--- config.mk ---
export PLATFORM = sky130hd
export DESIGN_NAME = sdoic_top
export DESIGN_NICKNAME = d
export VERILOG_FILES = /design/src/pkg/sdoic_pkg.sv /design/src/logic/sdoic_top.sv
export SDC_FILE = /design/constraint.sdc
export NUM_CORES = 1
export LEC_CHECK = 0
export BUFFER_PORTS_ARGS = -buffer_cell sky130_fd_sc_hd__buf_4
export CORE_MARGIN = 10
export CORE_UTILIZATION = 62
export CTS_CLUSTER_SIZE = 8
export DETAILED_ROUTE_END_ITERATION = 8
export PLACE_DENSITY = 0.83
export RECOVER_POWER = 100
export SETUP_SLACK_MARGIN = 0.15
export SLEW_MARGIN = 20
export SYNTH_ARGS = -nofsm -noshare
export SYNTH_HDL_FRONTEND = slang
export SYNTH_SLANG_ARGS = --single-unit
export TNS_END_PERCENT = 10
--- constraint.sdc ---
create_clock -name clk -period 7.4 [get_ports clk]
set_clock_uncertainty 0.05 [all_clocks]
set_input_delay 1.48 -clock clk [delete_from_list [all_inputs] [get_ports clk]]
set_output_delay 1.48 -clock clk [all_outputs]
set_load 0.03 [all_outputs]
--- src/pkg/sdoic_pkg.sv ---
// Purpose: constants and types for the slow-down / origin / index input block
// Assumes: 100 MHz reference clock
// Notes: APB register map lives here
`default_nettype none
package sdoic_pkg;
  // ==========================================================
  // timing
  localparam int CLK_MHZ = 100;
  localparam int SW_FILT_NS = 3000; // switch filter rejects up to this
  localparam int ENC_FILT_NS = 100; // encoder filter rejects up to this
  localparam int SW_FILT_CYC = (SW_FILT_NS * CLK_MHZ) / 1000 + 1;
  localparam int ENC_FILT_CYC = (ENC_FILT_NS * CLK_MHZ) / 1000 + 1;
  localparam int FILT_W = 9;
  // ==========================================================
  // register byte offsets
  localparam logic [7:0] CTRL_OFS = 8'h00;
  localparam logic [7:0] CMD_OFS = 8'h04;
  localparam logic [7:0] STAT_OFS = 8'h08;
  localparam logic [7:0] ERR_OFS = 8'h0c;
  // control field positions
  localparam int OPSEL_LSB = 0; // 7 bits
  localparam int PINFN_BIT = 8;
  localparam int ACTION_BIT = 9;
  localparam int LATCH_BIT = 10;
  localparam int SDPOL_BIT = 11;
  localparam int ORGPOL_BIT = 12;
  localparam int IDXPOL_BIT = 13;
  localparam int SWFILT_BIT = 14;
  localparam int ENCFILT_BIT = 15;
  localparam int PRESET_LSB = 16; // 4 bits
  localparam int DIR_BIT = 20;
  localparam logic [31:0] CTRL_RST = 32'h0000_0000;
  // command codes written to CMD
  localparam logic [7:0] CMD_START_LOW = 8'h50;
  localparam logic [7:0] CMD_START_HIGH = 8'h51;
  localparam logic [7:0] CMD_START_ACC = 8'h52;
  localparam logic [7:0] CMD_START_ACCDEC = 8'h53;
  localparam logic [7:0] CMD_STOP = 8'h49;
  // operation codes using origin and index
  localparam logic [6:0] OP_HOME_P = 7'h10;
  localparam logic [6:0] OP_HOME_M = 7'h18;
  localparam logic [6:0] OP_ESC_P = 7'h12;
  localparam logic [6:0] OP_ESC_M = 7'h1a;
  localparam logic [6:0] OP_SRCH_P = 7'h15;
  localparam logic [6:0] OP_SRCH_M = 7'h1d;
  localparam logic [6:0] OP_IDX_P = 7'h24;
  localparam logic [6:0] OP_IDX_M = 7'h2c;
  // status bit positions
  localparam int ST_RUN = 0;
  localparam int ST_SPEED_LSB = 1; // 2 bits
  localparam int ST_ORIGIN = 14;
  localparam int ST_LATCHED = 15;
  localparam int ST_RAW = 16;
  localparam int ST_INDEX = 17;
  localparam int ST_HOMING = 18;
  localparam int ST_CNT_LSB = 20; // 4 bits
  localparam int ERR_SD_BIT = 10;
  // ==========================================================
  typedef enum logic [1:0] {
    SDOIC_SPD_IDLE = 2'b00,
    SDOIC_SPD_LOW = 2'b01,
    SDOIC_SPD_HIGH = 2'b10,
    SDOIC_SPD_DECEL = 2'b11
  } sdoic_spd_t;
  typedef enum logic [1:0] {
    SDOIC_PAT_LOW = 2'b00,
    SDOIC_PAT_HIGH = 2'b01,
    SDOIC_PAT_ACC = 2'b10
  } sdoic_pat_t;
  typedef struct packed {
    logic psel;
    logic penable;
    logic pwrite;
    logic [7:0] paddr;
    logic [31:0] pwdata;
  } sdoic_apb_req_t;
  typedef struct packed {
    logic pready;
    logic pslverr;
    logic [31:0] prdata;
  } sdoic_apb_rsp_t;
  typedef struct packed {
    logic sd_p;
    logic sd_m;
    logic origin;
    logic index;
  } sdoic_pins_t;
  typedef struct packed {
    logic pulse_en;
    logic target_high;
    logic halt;
    logic gpio_sd;
  } sdoic_motion_t;
endpackage
`default_nettype wire

--- src/logic/sdoic_top.sv ---
// Purpose: slow-down, origin and index input control for one axis
// Assumes: inputs synchronous-ish, resynchronised here; 100 MHz clock
// Notes: speed ramping is outside; this block steers it via target_high
// Function
// - pin-function bit 0 makes slow-down a plain input; 1 enables decel/stop.
// - action and latch bits choose among four slow-down behaviours.
// - decelerate-only behaviours ignore slow-down on constant-speed patterns.
// - unlatched decel drops to low speed, re-accelerates when input releases.
// - input active at accelerating start runs low; latch keeps it low.
// - latched decel never re-accelerates after slow-down seen.
// - stop behaviours halt pulses at once on constant-speed patterns.
// - stop behaviours on accel pattern decelerate then stop; unlatched may recover.
// - stop behaviours with input active at start finish without pulses.
// - slow-down stop sets the slow-down error cause bit when stopping.
// - slow-down polarity bit 0 active-low, 1 active-high.
// - latch enabled sets and holds latched-status when input activates.
// - latched-status clears at start if input inactive.
// - latch disabled makes latched-status equal raw status.
// - shared switch filter: off passes short pulses, on rejects up to 3 us.
// - origin polarity bit 0 active-low, 1 active-high.
// - origin status reflects filtered origin input.
// - index polarity selectable; counted on inactive-to-active edge.
// - encoder filter: on rejects up to 0.10 us, accepts from 0.15 us.
// - 4-bit index down-counter preloads from preset; code 0 loads zero, so no edge is counted.
// - index edge two clocks after origin activation is counted.
// - operation-select codes for homing, escape, search and index-move all set the one homing flag.
`timescale 1ns/1ps
`default_nettype none
module sdoic_top #(
  parameter int SW_CYC = sdoic_pkg::SW_FILT_CYC,
  parameter int ENC_CYC = sdoic_pkg::ENC_FILT_CYC
) (
  // clock and reset
  input wire logic clk,
  input wire logic sys_rst,
  // apb slave
  input wire sdoic_pkg::sdoic_apb_req_t apb_req,
  output var sdoic_pkg::sdoic_apb_rsp_t apb_rsp,
  // switch and encoder pins
  input wire sdoic_pkg::sdoic_pins_t pins,
  // ramp handshake input and motion control outputs
  input wire logic decel_done,
  output var sdoic_pkg::sdoic_motion_t motion,
  output var sdoic_pkg::sdoic_spd_t speed_state
);
  import sdoic_pkg::*;

  // refuse filter counts that the persistence counters cannot hold
  if (SW_CYC < 2 || SW_CYC >= (1 << FILT_W) || ENC_CYC < 2 || ENC_CYC >= (1 << FILT_W))
  begin : g_bad_filt
    $error("filter count out of range");
  end

  typedef struct packed {
    logic [31:0] ctrl;
    logic [3:0] s1;
    logic [3:0] s2;
    logic [3:0] filt;
    logic [3:0][FILT_W-1:0] fcnt;
    logic idx_prev;
    logic latched;
    logic err_sd;
    logic running;
    logic homing;
    sdoic_pat_t pat;
    sdoic_spd_t spd;
    logic stop_pend;
    logic [3:0] idx_cnt;
    logic [1:0] org_age;
    sdoic_apb_rsp_t rsp;
    sdoic_motion_t mo;
  } sdoic_state_t;

  sdoic_state_t st_q;
  sdoic_state_t st_d;

  // ==========================================================
  // derived levels
  logic sd_dir_raw;
  logic sd_act;
  logic org_act;
  logic idx_act;
  logic pinfn;
  logic action;
  logic latch_en;
  logic wr;
  logic rd;
  logic start_cmd;
  logic [7:0] cmd;
  logic idx_edge;
  logic sd_eff;

  // pick filtered inputs and apply polarity
  always_comb
  begin
    pinfn = st_q.ctrl[PINFN_BIT];
    action = st_q.ctrl[ACTION_BIT];
    latch_en = st_q.ctrl[LATCH_BIT];
    sd_dir_raw = st_q.ctrl[DIR_BIT] ? st_q.filt[2] : st_q.filt[3]; // travel direction switch
    sd_act = sd_dir_raw ~^ st_q.ctrl[SDPOL_BIT];
    org_act = st_q.filt[1] ~^ st_q.ctrl[ORGPOL_BIT];
    idx_act = st_q.filt[0] ~^ st_q.ctrl[IDXPOL_BIT];
    idx_edge = idx_act && !st_q.idx_prev;
    wr = apb_req.psel && apb_req.penable && apb_req.pwrite && st_q.rsp.pready; // lands at the ready edge
    rd = apb_req.psel && !apb_req.penable && !apb_req.pwrite;
    cmd = apb_req.pwdata[7:0];
    start_cmd = wr && apb_req.paddr == CMD_OFS && !st_q.running &&
      (cmd == CMD_START_LOW || cmd == CMD_START_HIGH || cmd == CMD_START_ACC || cmd == CMD_START_ACCDEC);
    sd_eff = pinfn && sd_act;
  end

  // ==========================================================
  // next state
  always_comb
  begin
    logic [6:0] op;
    logic [3:0] raw;
    logic [FILT_W-1:0] lim;
    lim = '0;
    st_d = st_q;
    op = st_q.ctrl[OPSEL_LSB +: 7];
    raw = {pins.sd_p, pins.sd_m, pins.origin, pins.index};
    // two-stage synchroniser on every pin
    st_d.s1 = raw;
    st_d.s2 = st_q.s1;
    // persistence filters: output follows only after a stable run
    for (int i = 0; i < 4; i++)
    begin
      if (i == 0)
        lim = st_q.ctrl[ENCFILT_BIT] ? FILT_W'(ENC_CYC) : FILT_W'(1);
      else
        lim = st_q.ctrl[SWFILT_BIT] ? FILT_W'(SW_CYC) : FILT_W'(1);
      if (st_q.s2[i] == st_q.filt[i])
        st_d.fcnt[i] = '0;
      else if (st_q.fcnt[i] + FILT_W'(1) >= lim)
      begin
        st_d.filt[i] = st_q.s2[i];
        st_d.fcnt[i] = '0;
      end
      else
        st_d.fcnt[i] = st_q.fcnt[i] + FILT_W'(1);
    end
    st_d.idx_prev = idx_act;
    // origin age: counts clocks since origin went active, saturates at 2
    if (!org_act)
      st_d.org_age = 2'd0;
    else if (st_q.org_age != 2'd2)
      st_d.org_age = st_q.org_age + 2'd1;
    // index down-counter: preload, then decrement on counted edges
    if (start_cmd)
      st_d.idx_cnt = st_q.ctrl[PRESET_LSB +: 4];
    else if (idx_edge && (!st_q.homing || st_q.org_age == 2'd2) && st_q.idx_cnt != 4'h0)
      st_d.idx_cnt = st_q.idx_cnt - 4'h1;
    // latched state
    if (!latch_en)
      st_d.latched = sd_act;
    else if (sd_act)
      st_d.latched = 1'b1;
    if (start_cmd && !sd_act)
      st_d.latched = 1'b0;
    st_d.mo.gpio_sd = sd_act && !pinfn;
    st_d.mo.halt = 1'b0;
    // apb answer: one wait state, ready in access phase
    st_d.rsp.pready = apb_req.psel && apb_req.penable && !st_q.rsp.pready;
    if (rd)
    begin
      st_d.rsp.pslverr = 1'b0; // error flag stands until the next setup
      case (apb_req.paddr)
        CTRL_OFS: st_d.rsp.prdata = st_q.ctrl;
        STAT_OFS:
        begin
          st_d.rsp.prdata = '0;
          st_d.rsp.prdata[ST_RUN] = st_q.running;
          st_d.rsp.prdata[ST_SPEED_LSB +: 2] = st_q.spd;
          st_d.rsp.prdata[ST_ORIGIN] = org_act;
          st_d.rsp.prdata[ST_LATCHED] = st_q.latched;
          st_d.rsp.prdata[ST_RAW] = sd_act;
          st_d.rsp.prdata[ST_INDEX] = idx_act;
          st_d.rsp.prdata[ST_HOMING] = st_q.homing;
          st_d.rsp.prdata[ST_CNT_LSB +: 4] = st_q.idx_cnt;
        end
        ERR_OFS:
        begin
          st_d.rsp.prdata = '0;
          st_d.rsp.prdata[ERR_SD_BIT] = st_q.err_sd;
        end
        CMD_OFS: st_d.rsp.prdata = '0;
        default:
        begin
          st_d.rsp.prdata = '0;
          st_d.rsp.pslverr = 1'b1;
        end
      endcase
    end
    else if (apb_req.psel && !apb_req.penable)
    begin
      st_d.rsp.prdata = '0;
      st_d.rsp.pslverr = !(apb_req.paddr == CTRL_OFS || apb_req.paddr == CMD_OFS ||
        apb_req.paddr == ERR_OFS);
    end
    if (wr && apb_req.paddr == CTRL_OFS)
      st_d.ctrl = apb_req.pwdata;
    // error flag: write one to clear, a new stop wins
    if (wr && apb_req.paddr == ERR_OFS && apb_req.pwdata[ERR_SD_BIT])
      st_d.err_sd = 1'b0;
    // start handling
    if (start_cmd)
    begin
      st_d.homing = op == OP_HOME_P || op == OP_HOME_M || op == OP_ESC_P || op == OP_ESC_M ||
        op == OP_SRCH_P || op == OP_SRCH_M || op == OP_IDX_P || op == OP_IDX_M;
      st_d.pat = cmd == CMD_START_LOW ? SDOIC_PAT_LOW :
        cmd == CMD_START_HIGH ? SDOIC_PAT_HIGH : SDOIC_PAT_ACC;
      if (sd_eff && action)
      begin
        // completes without pulses
        st_d.running = 1'b0;
        st_d.spd = SDOIC_SPD_IDLE;
        st_d.err_sd = 1'b1;
      end
      else
      begin
        st_d.running = 1'b1;
        if (cmd == CMD_START_LOW)
          st_d.spd = SDOIC_SPD_LOW;
        else if (cmd == CMD_START_HIGH)
          st_d.spd = SDOIC_SPD_HIGH;
        else
          st_d.spd = sd_eff ? SDOIC_SPD_LOW : SDOIC_SPD_HIGH;
      end
    end
    else if (wr && apb_req.paddr == CMD_OFS && cmd == CMD_STOP)
    begin
      st_d.running = 1'b0;
      st_d.spd = SDOIC_SPD_IDLE;
    end
    else if (st_q.running)
    begin
      if (st_q.pat != SDOIC_PAT_ACC)
      begin
        // constant patterns: ignore or halt at once
        if (sd_eff && action)
        begin
          st_d.running = 1'b0;
          st_d.spd = SDOIC_SPD_IDLE;
          st_d.err_sd = 1'b1;
          st_d.mo.halt = 1'b1;
        end
      end
      else
      begin
        case (st_q.spd)
          SDOIC_SPD_HIGH:
            if (sd_eff)
              st_d.spd = SDOIC_SPD_DECEL;
          SDOIC_SPD_DECEL:
            if (!sd_eff && !latch_en)
              st_d.spd = SDOIC_SPD_HIGH;
            else if (decel_done)
            begin
              if (action)
              begin
                st_d.running = 1'b0;
                st_d.spd = SDOIC_SPD_IDLE;
                st_d.err_sd = 1'b1;
              end
              else
                st_d.spd = SDOIC_SPD_LOW;
            end
          SDOIC_SPD_LOW:
            if (!sd_eff && !latch_en)
              st_d.spd = SDOIC_SPD_HIGH;
            else if (sd_eff && action)
            begin
              st_d.running = 1'b0;
              st_d.spd = SDOIC_SPD_IDLE;
              st_d.err_sd = 1'b1;
            end
          // latched low speed stays put
          default: st_d.spd = SDOIC_SPD_IDLE;
        endcase
      end
    end
    st_d.mo.pulse_en = st_d.running;
    st_d.mo.target_high = st_d.spd == SDOIC_SPD_HIGH;
  end

  // ==========================================================
  // state register
  always_ff @(posedge clk or posedge sys_rst)
  begin
    if (sys_rst)
    begin
      st_q <= '0;
      st_q.ctrl <= CTRL_RST;
      // pins idle high under the reset polarity, so no false edge after reset
      st_q.s1 <= '1;
      st_q.s2 <= '1;
      st_q.filt <= '1;
    end
    else
      st_q <= st_d;
  end

  assign apb_rsp = st_q.rsp;
  assign motion = st_q.mo;
  assign speed_state = st_q.spd;

  // ==========================================================
  // checks
  latch_hold_a: assert property (@(posedge clk) disable iff (sys_rst)
    st_q.ctrl[LATCH_BIT] && st_q.latched && !start_cmd |=> st_q.latched)
    else $error("latched state dropped");
  latch_follow_a: assert property (@(posedge clk) disable iff (sys_rst)
    !st_q.ctrl[LATCH_BIT] && !start_cmd && $stable(st_q.ctrl) |=> st_q.latched == $past(sd_act))
    else $error("latched state not following raw");
  start_clear_a: assert property (@(posedge clk) disable iff (sys_rst)
    start_cmd && !sd_act |=> !st_q.latched)
    else $error("latched state not cleared at start");
  nopulse_start_a: assert property (@(posedge clk) disable iff (sys_rst)
    start_cmd && sd_eff && action |=> !st_q.running && st_q.err_sd)
    else $error("start with active stop input ran");
  const_halt_a: assert property (@(posedge clk) disable iff (sys_rst)
    st_q.running && st_q.pat != SDOIC_PAT_ACC && sd_eff && action && !start_cmd && !wr |=> !st_q.running)
    else $error("constant pattern not halted");
  const_ignore_a: assert property (@(posedge clk) disable iff (sys_rst)
    st_q.running && st_q.pat != SDOIC_PAT_ACC && !action && !wr |=> st_q.running && $stable(st_q.spd))
    else $error("constant pattern reacted to slow-down");
  latch_nore_a: assert property (@(posedge clk) disable iff (sys_rst)
    st_q.running && st_q.spd == SDOIC_SPD_LOW && st_q.ctrl[LATCH_BIT] && !wr |=> st_q.spd != SDOIC_SPD_HIGH)
    else $error("latched decel re-accelerated");
  idx_load_a: assert property (@(posedge clk) disable iff (sys_rst)
    start_cmd |=> st_q.idx_cnt == $past(st_q.ctrl[PRESET_LSB +: 4]))
    else $error("index counter not preloaded");
  org_window_a: assert property (@(posedge clk) disable iff (sys_rst)
    !start_cmd && st_q.homing && idx_edge && st_q.org_age == 2'd0 |=> $stable(st_q.idx_cnt))
    else $error("index counted too soon after origin");
  // slow-down steering and error flag
  gpio_ignore_a: assert property (@(posedge clk) disable iff (sys_rst)
    !pinfn && st_q.running && st_q.spd == SDOIC_SPD_HIGH && !wr |=> st_q.spd == SDOIC_SPD_HIGH)
    else $error("general-purpose slow-down pin changed speed");
  gpio_quiet_a: assert property (@(posedge clk) disable iff (sys_rst)
    pinfn |=> !st_q.mo.gpio_sd)
    else $error("gpio mirror high while pin steers motion");
  acc_slow_a: assert property (@(posedge clk) disable iff (sys_rst)
    st_q.running && st_q.pat == SDOIC_PAT_ACC && st_q.spd == SDOIC_SPD_HIGH && sd_eff && !wr
    |=> st_q.spd == SDOIC_SPD_DECEL)
    else $error("accelerating pattern did not slow down");
  acc_start_a: assert property (@(posedge clk) disable iff (sys_rst)
    start_cmd && sd_eff && !action && (cmd == CMD_START_ACC || cmd == CMD_START_ACCDEC)
    |=> st_q.spd == SDOIC_SPD_LOW)
    else $error("start with slow-down active not at low speed");
  halt_pulse_a: assert property (@(posedge clk) disable iff (sys_rst)
    st_q.mo.halt |=> !st_q.mo.halt)
    else $error("halt longer than one cycle");
  stop_err_a: assert property (@(posedge clk) disable iff (sys_rst)
    st_q.running && !wr |=> st_q.running || st_q.err_sd)
    else $error("slow-down stop without error flag");
  err_keep_a: assert property (@(posedge clk) disable iff (sys_rst)
    st_q.err_sd && !(wr && apb_req.paddr == ERR_OFS && apb_req.pwdata[ERR_SD_BIT]) |=> st_q.err_sd)
    else $error("error flag dropped without clear");
  // input path and index counter
  filt_sync_a: assert property (@(posedge clk) disable iff (sys_rst)
    $changed(st_q.filt[3]) |-> st_q.filt[3] == $past(st_q.s2[3]))
    else $error("filter took an unsynchronised level");
  idx_hold_a: assert property (@(posedge clk) disable iff (sys_rst)
    !start_cmd && !idx_edge |=> $stable(st_q.idx_cnt))
    else $error("index counter moved without an edge");
  idx_step_a: assert property (@(posedge clk) disable iff (sys_rst)
    !start_cmd && st_q.homing && idx_edge && st_q.org_age == 2'd2 && st_q.idx_cnt != 4'h0
    |=> st_q.idx_cnt == $past(st_q.idx_cnt) - 4'h1)
    else $error("late index edge not counted");
  idx_floor_a: assert property (@(posedge clk) disable iff (sys_rst)
    st_q.idx_cnt == 4'h0 && !start_cmd |=> st_q.idx_cnt == 4'h0)
    else $error("index counter wrapped below zero");
endmodule
`default_nettype wire

==> results of run 1 <==
[kinds of logic after synthesis]
group | count (synthesis) | synth area share, %
AO/OA/AOI/OAI | 99 | 10.72
XOR/XNOR | 37 | 5.050
adder cells (fa/ha/maj) | 23 | 4.484
buffers and inverters | 75 | 6.746
flip-flops | 132 | 51.71
multiplexers | 40 | 6.980
other | 1 | 0.05843
AND/OR/NAND/NOR | 173 | 14.25
[cells in the final DEF, fill, tap and decap left out, drive strengths merged, types with 3 or more instances in the layout]
cell / instances
a211o: 5
a21oi: 11
a22o: 20
a22oi: 11
a31oi: 6
and3: 13
and4: 3
buf: 43
bufinv: 3
clkbuf: 69
clkinv: 3
clkinvlp: 3
conb: 5
dfrtp: 120
dfstp: 12
ha: 23
inv: 24
mux2: 38
nand2: 51
nand2b: 7
nand3: 17
nand4: 4
nor2: 33
nor2b: 19
nor3: 7
nor3b: 4
nor4b: 3
o21ai: 28
or3b: 3
xnor2: 18
xor2: 19
[area by class of cell]
cell class,instances,area share [%]
timing repair buffer,93,7.210
clock buffer,19,5.866
tap,136,2.313
inverter,20,1.037
multi-input combinational,377,36.15
sequential,132,45.09
clock inverter,13,2.330
[final timing paths]
check,slack (ns),depth (start not counted),startpoint,end
worst max register to register,4.66,8,st_q[72],st_q[79]
worst min register to register,0.31,0,st_d[97],st_q[97]
worst max-delay path,1.91,6,apb_req[33],apb_rsp[9]
min in group asynchronous,1.61,2,sys_rst,st_q[65]
worst min-delay path,0.31,0,st_d[97],st_q[97]
max in group asynchronous,3.09,3,sys_rst,speed_state[1]
[state kept, by name (all words and copies together) (netlist names)]
register / flops
speed_state: 2
st_d: 4
pinfn: 1
st_q: 85
action: 1
latch_en: 1
motion: 4
apb_rsp: 34
[metal layers]
| layer | GRT usage, % | routed length (µm) |
|---|---|---|
| met3 | 5.920 | 838 |
| met4 | 7.824 | 300 |
| met2 | 35.16 | 7586 |
| met5 | 0 | 0 |
| met1 | 23.68 | 6007 |
[worst max-delay path, delay by kind of cell]
kind,cells,cell delay (ns)
compound gates,1,0.34
buf+inv,1,0.11
simple gates,4,3.95
[through the flow]
stage | setup slack, ns | total power, mW
global route | 1.639 | 1.796
global placement | 3.066 | 0.8848
finish | 1.911 | 1.736
floorplan | 2.364 | 0.8476
CTS | 3.555 | 1.747
detailed placement | 3.040 | 0.8922
[report_power, final]
group / internal (mW) / switching (mW) / total, mW / leakage (nW)
sequential: 0.748 / 0.0213 / 0.769 / 1.77
clock: 0.528 / 0.329 / 0.857 / 0.290
combinational: 0.0474 / 0.0615 / 0.109 / 1.31
total: 1.32 / 0.412 / 1.74 / 3.37
==> metrics.md, run 1 <==
| Metric | Value |
|---|---|
| Synth unique cells | 58 |
| Max incr delay on CP | 2.07 ns |
| Failing checks | max-capacitance violations, max-slew violations |
| HPWL Detailed | 10.26 mm |
| Core ar. | 10180 µm² |
| Post-synth EDFFs | 0 |
| Instance area at placement | 6952 µm² |
| Crit path arrival time | 5.88 ns |
| Clk slew on worst S/H paths | 0.06 ns |
| Total congestion overflow | 0 |
| Slew HR | -73.40% |
| Slew at the pin closest to its max-slew limit | 2.595 ns |
| Sequential area share after synthesis | 51.71% |
| Max-cap violation count | 4 |
| FILL cells | 714 |
| Io pins | 90 |
| Die Height | 121.7 µm |
| Sink Count | 132 |
| Critical path launch point type | primary input |
| Final period util | 74.17% |
| Initial antenna violation count | 0 |
| Ys flop type | dfrtp_1 |
| Pins Over Slew Limit | 170 |
| Placer Congestion | 0.8922 |
| Syn-to-layout area delta | 14.66% |
| Data required, critical path | 7.80 ns |
| Nets | 714 |
| Async SR Flop Fraction | 100.0% |
| Worst VDD drop | 0.1906 mV |
| Slowest cell on crit path | nor3b_1 |
| Max Clock Freq | 182.2 MHz |
| Final Instance Area | 7358 µm² |
| P per Cell Area | 235.9 nW/µm² |
| Layout cells sized above 1 | 21.25% |
| Antenna viol nets, final | 0 |
| Global-route wire length before repair | 24.06 mm |
| Top cells by count, synth | 120 x dfrtp_1, 51 x nand2_1, 40 x buf_4 |
| Routed length per placed instance | 18.65 µm |
| Detailed Route Iter0 Violations | 479 |
| Worst-path cell chain | clkbuf_4 -> nor4_1 -> nand2_1 -> nor3_1 -> nor3b_1 -> a22o_1 |
| CTS tree | done |
| Cts hold-fix bufs | 0 |
| # port buffers | 89 |
| Final count of hold timing violations | 0 |
| Final Hold Slack | 0.3054 ns |
| H-tree level count | 4 |
| Inserted Diodes | 0 |
| Top cell type by total area after synthesis | dfrtp_1 |
| FF+latch count, synth | 132 |
| Total GRT Usage | 20.47% |
| Area of the multi-input gates | 2660 µm² |
| Syn_area_per_cell | 11.06 µm² |
| Largest net degree at the start of global routing | 73 |
| RSZ-0062 raised after global routing | no |
| Synth area leaders | dfrtp_1 47%, mux2_2 6.7%, dfstp_2 4.9%, buf_4 4.7%, ha_1 4.5% |
| CTS Root Cell | clkbuf_8 |
| Crit path time final | 5.489 ns |
| Vias | 4559 |
| Vias in the first global route | 4900 |
| Worst skew pair latency | 0.53 ns |
| Synth warn | 0 |
| Area share of the largest cell type after synthesis | 46.79% |
| Via density | 5.771 |
| Status | complete, but fails checks |
| CTS max path bufs | 2 |
| Placement row count | 37 |
| Mapped Area | 6417 µm² |
| Post-CTS setup buffer count | 0 |
| Count leader, synth | dfrtp_1 |
| Die Span X | 121.7 µm |
| Worst Setup End Kind | flip-flop |
| WL final | 14.73 mm |
| Sequential standard cell area | 3318 µm² |
| Mapped Cells | 580 |
| Post-CTS sizing | 0 |
| Drt first pass iters | 6 |
| Initial Utilization | 63.01% |
| Peak fanout along the critical path | 19 |
| # DRC | 0 |
| Hold Crit Class | reg2reg |
| WS Path Type | in2reg |
| TritonCTS Buffers | 17 |
| Fin Setup TNS | 0 ns |
| Layout Cells excl Fill | 790 |
| Inst Count DP | 758 |
| Pleak | 3.372 nW |
| Final core utilization | 72.25% |
| Die area | 14820 µm² |
| Final setup viols | 0 |
(Power assumes the default switching activity.)
==> run 2: changes to the inputs <==
--- a/config.mk
+++ b/config.mk
@@ -7,10 +7,10 @@
 export LEC_CHECK = 0
 export BUFFER_PORTS_ARGS = -buffer_cell sky130_fd_sc_hd__buf_4
 export CORE_MARGIN = 10
-export CORE_UTILIZATION = 62
+export CORE_UTILIZATION = 58
 export CTS_CLUSTER_SIZE = 8
 export DETAILED_ROUTE_END_ITERATION = 8
-export PLACE_DENSITY = 0.83
+export PLACE_DENSITY = 0.79
 export RECOVER_POWER = 100
 export SETUP_SLACK_MARGIN = 0.15
 export SLEW_MARGIN = 20
==> constraint.sdc (replaced) <==
create_clock -name clk -period 5.27 [get_ports clk]
set_clock_uncertainty 0.05 [all_clocks]
set_input_delay 1.054 -clock clk [delete_from_list [all_inputs] [get_ports clk]]
set_output_delay 1.054 -clock clk [all_outputs]
set_load 0.03 [all_outputs]
==> run 2 against run 1 <==
  * The run still ends with max-capacitance violations, max-slew violations left
  * First-iteration DRC count fell by 21%
  * Via count fell by 0.64%
  * Flip-flop and latch count did not move
  * Critical path depth rose by 2
  * Critical path type unchanged
  * Critical endpoint is now st_q[102]
  * Largest power group unchanged
==> metrics.md, run 2 (synthesis gave the netlist of run 1 again) <==
| Metric | Value |
|---|---|
| Sink Count | 132 (unchanged) |
| Hold Crit Class | reg2reg (unchanged) |
| Initial antenna violation count | 0 (unchanged) |
| Layout cells sized above 1 | 20.95% (was 21.25%) |
| Cts hold-fix bufs | 0 (unchanged) |
| Critical path launch point type | primary input (unchanged) |
| Initial Utilization | 59.20% (was 63.01%) |
| Worst VDD drop | 0.2452 mV (was 0.1906 mV) |
| Crit path arrival time | 4.14 ns (was 5.88 ns) |
| CTS max path bufs | 2 (unchanged) |
| HPWL Detailed | 10.49 mm (was 10.26 mm) |
| Slew at the pin closest to its max-slew limit | 3.489 ns (was 2.595 ns) |
| P per Cell Area | 331.4 nW/µm² (was 235.9 nW/µm²) |
| Largest net degree at the start of global routing | 82 (was 73) |
| Die Span X | 125.2 µm (was 121.7 µm) |
| WL final | 14.70 mm (was 14.73 mm) |
| Slew HR | -133.8% (was -73.40%) |
| Max Clock Freq | 264.5 MHz |
| Status | complete, but fails checks (unchanged) |
| Worst Setup End Kind | flip-flop (unchanged) |
| Final core utilization | 68.16% (was 72.25%) |
| Vias in the first global route | 4760 (was 4900) |
| Total congestion overflow | 0 (unchanged) |
| Inserted Diodes | 0 (unchanged) |
| WS Path Type | in2reg (unchanged) |
| Syn-to-layout area delta | 15.13% (was 14.66%) |
| Core ar. | 10840 µm² (was 10180 µm²) |
| Slowest cell on crit path | nand2_1 (was nor3b_1) |
| Failing checks | max-capacitance violations, max-slew violations (unchanged) |
| Placement row count | 38 (was 37) |
| CTS tree | done (unchanged) |
| Routed length per placed instance | 18.52 µm (was 18.65 µm) |
| Clk slew on worst S/H paths | 0.06 ns (about the same) |
| Setup ws final | 1.490 ns (was 1.911 ns) |
| FILL cells | 832 (was 714) |
| Commonest non-fill, non-tap cell in the layout | dfrtp_1 (unchanged) |
| TritonCTS Buffers | 17 (unchanged) |
| Via density | 5.705 (was 5.771) |
| Drt first pass iters | 5 (was 6) |
| Nets | 717 (was 714) |
| Pins Over Slew Limit | 82 (was 170) |
| Die area | 15670 µm² (was 14820 µm²) |
| Largest register by flop count | st_q (unchanged) |
| DP Worst Slack | 1.793 ns (was 3.040 ns) |
| CP delay by family, top | simple AND/OR/NAND/NOR gates (unchanged) |
| CTS Root Cell | clkbuf_8 (unchanged) |
| Total GRT Usage | 19.03% (was 20.47%) |
| Fin Setup TNS | 0 ns (unchanged) |
| Pleak | 3.391 nW (was 3.372 nW) |
| Final setup viols | 0 (unchanged) |
| Vias | 4530 (was 4559) |
| Placer Congestion | 0.8916 (was 0.8922) |
| # port buffers | 89 (unchanged) |
| Worst skew pair latency | 0.53 ns (about the same) |
| Bufs and invs on worst path | 3 (was 1) |
| Worst-path cell chain | clkbuf_4 -> nor4_1 -> nand2_1 -> nor3_1 -> clkbuf_1 -> nand2_1 -> clkbuf_1 -> mux2_1 (was clkbuf_4 -> nor4_1 -> nand2_1 -> nor3_1 -> nor3b_1 -> a22o_1) |
| Die Height | 125.2 µm (was 121.7 µm) |
| Post-CTS setup buffer count | 0 (unchanged) |
| Final period util | 71.74% |
| Global-route wire length before repair | 24.27 mm (was 24.06 mm) |
| Power consumption | 2.449 mW (was 1.736 mW) |
| # DRC | 0 (unchanged) |
| Max FFs per register | 85 (unchanged) |
| RSZ-0062 raised after global routing | no (unchanged) |
| Max-cap violation count | 1 (was 4) |
| Peak fanout along the critical path | 17 (was 19) |
| Max incr delay on CP | 0.60 ns (was 2.07 ns) |
| Antenna viol nets, final | 0 (unchanged) |
| Detailed Route Iter0 Violations | 380 (was 479) |
| Data required, critical path | 5.63 ns (was 7.80 ns) |
| Final count of hold timing violations | 0 (unchanged) |
| Commonest non-fill, non-tap cells in the layout | 120 x dfrtp_1, 51 x nand2_1, 45 x clkbuf_1, 45 x buf_4, 35 x mux2_2 (was 120 x dfrtp_1, 51 x nand2_1, 45 x clkbuf_1) |
| Crit path time final | 3.780 ns |
| Post-CTS sizing | 0 (unchanged) |
| Io pins | 90 (unchanged) |
| H-tree level count | 4 (unchanged) |
run 2: cell count changes in the layout (fill, tap and decap cells not counted), sizes merged:
cell	delta
buf	+2
bufinv	+1
clkbuf	+2
clkinv	+1
clkinvlp	-1
inv	-5
run 2: per-stage QoR:
step	area, µm²	hold WS (ns)	instances
2_1_floorplan	6432	0.2952	584
3_3_place_gp	6973	0.2958	765
3_5_place_dp	6973	0.2979	765
4_1_cts	7574	0.3060	794
5_1_grt	7388	0.3072	794
6_report	7388	0.3047	794
run 2: area by class of cell:
type                    count  area (µm²)  area share, %
inverters                  20       76.32          1.033
well taps                 140       175.2          2.371
clock buffers              20       445.4          6.029
multi-input cells         377        2663          36.04
flip-flops and latches    132        3318          44.91
clock inverters             9       155.1          2.100
repair buffers             96       555.5          7.519
run 2: path summary, 6_finish.rpt:
path,start,end,slack (ns),depth (start not counted)
min in group asynchronous,sys_rst,st_q[83],1.50,2
max in group asynchronous,sys_rst,st_q[94],2.09,3
worst min register to register,st_d[94],st_q[94],0.30,0
worst min-delay path,st_d[94],st_q[94],0.30,0
worst max register to register,st_q[72],st_q[80],2.47,8
worst max-delay path,apb_req[33],st_q[102],1.49,8
run 2: where the power goes:
| part | total [mW] | internal (mW) | switching [mW] |
|---|---|---|---|
| Combinational | 0.152 | 0.0678 | 0.0843 |
| Clock | 1.21 | 0.785 | 0.429 |
| Sequential | 1.08 | 1.05 | 0.0318 |
run 2: worst register-to-register path, stage by stage (launching register included):
cell and delay, ns:
dfrtp_1 0.46, ha_1 0.32, xor2_1 0.21, ha_1 0.26
a21o_1 0.16, a211o_1 0.30, a211o_1 0.33, a211o_1 0.48
nor2b_2 0.17
run 2: layer usage:
layer	vias to the layer above	global-route usage [%]	share of wire (%)
met3	19	5.577	4.7
met2	111	31.97	51
met4	0	6.436	1.4
met5	-	0	0
li1	2118	-	-
met1	2282	22.88	43
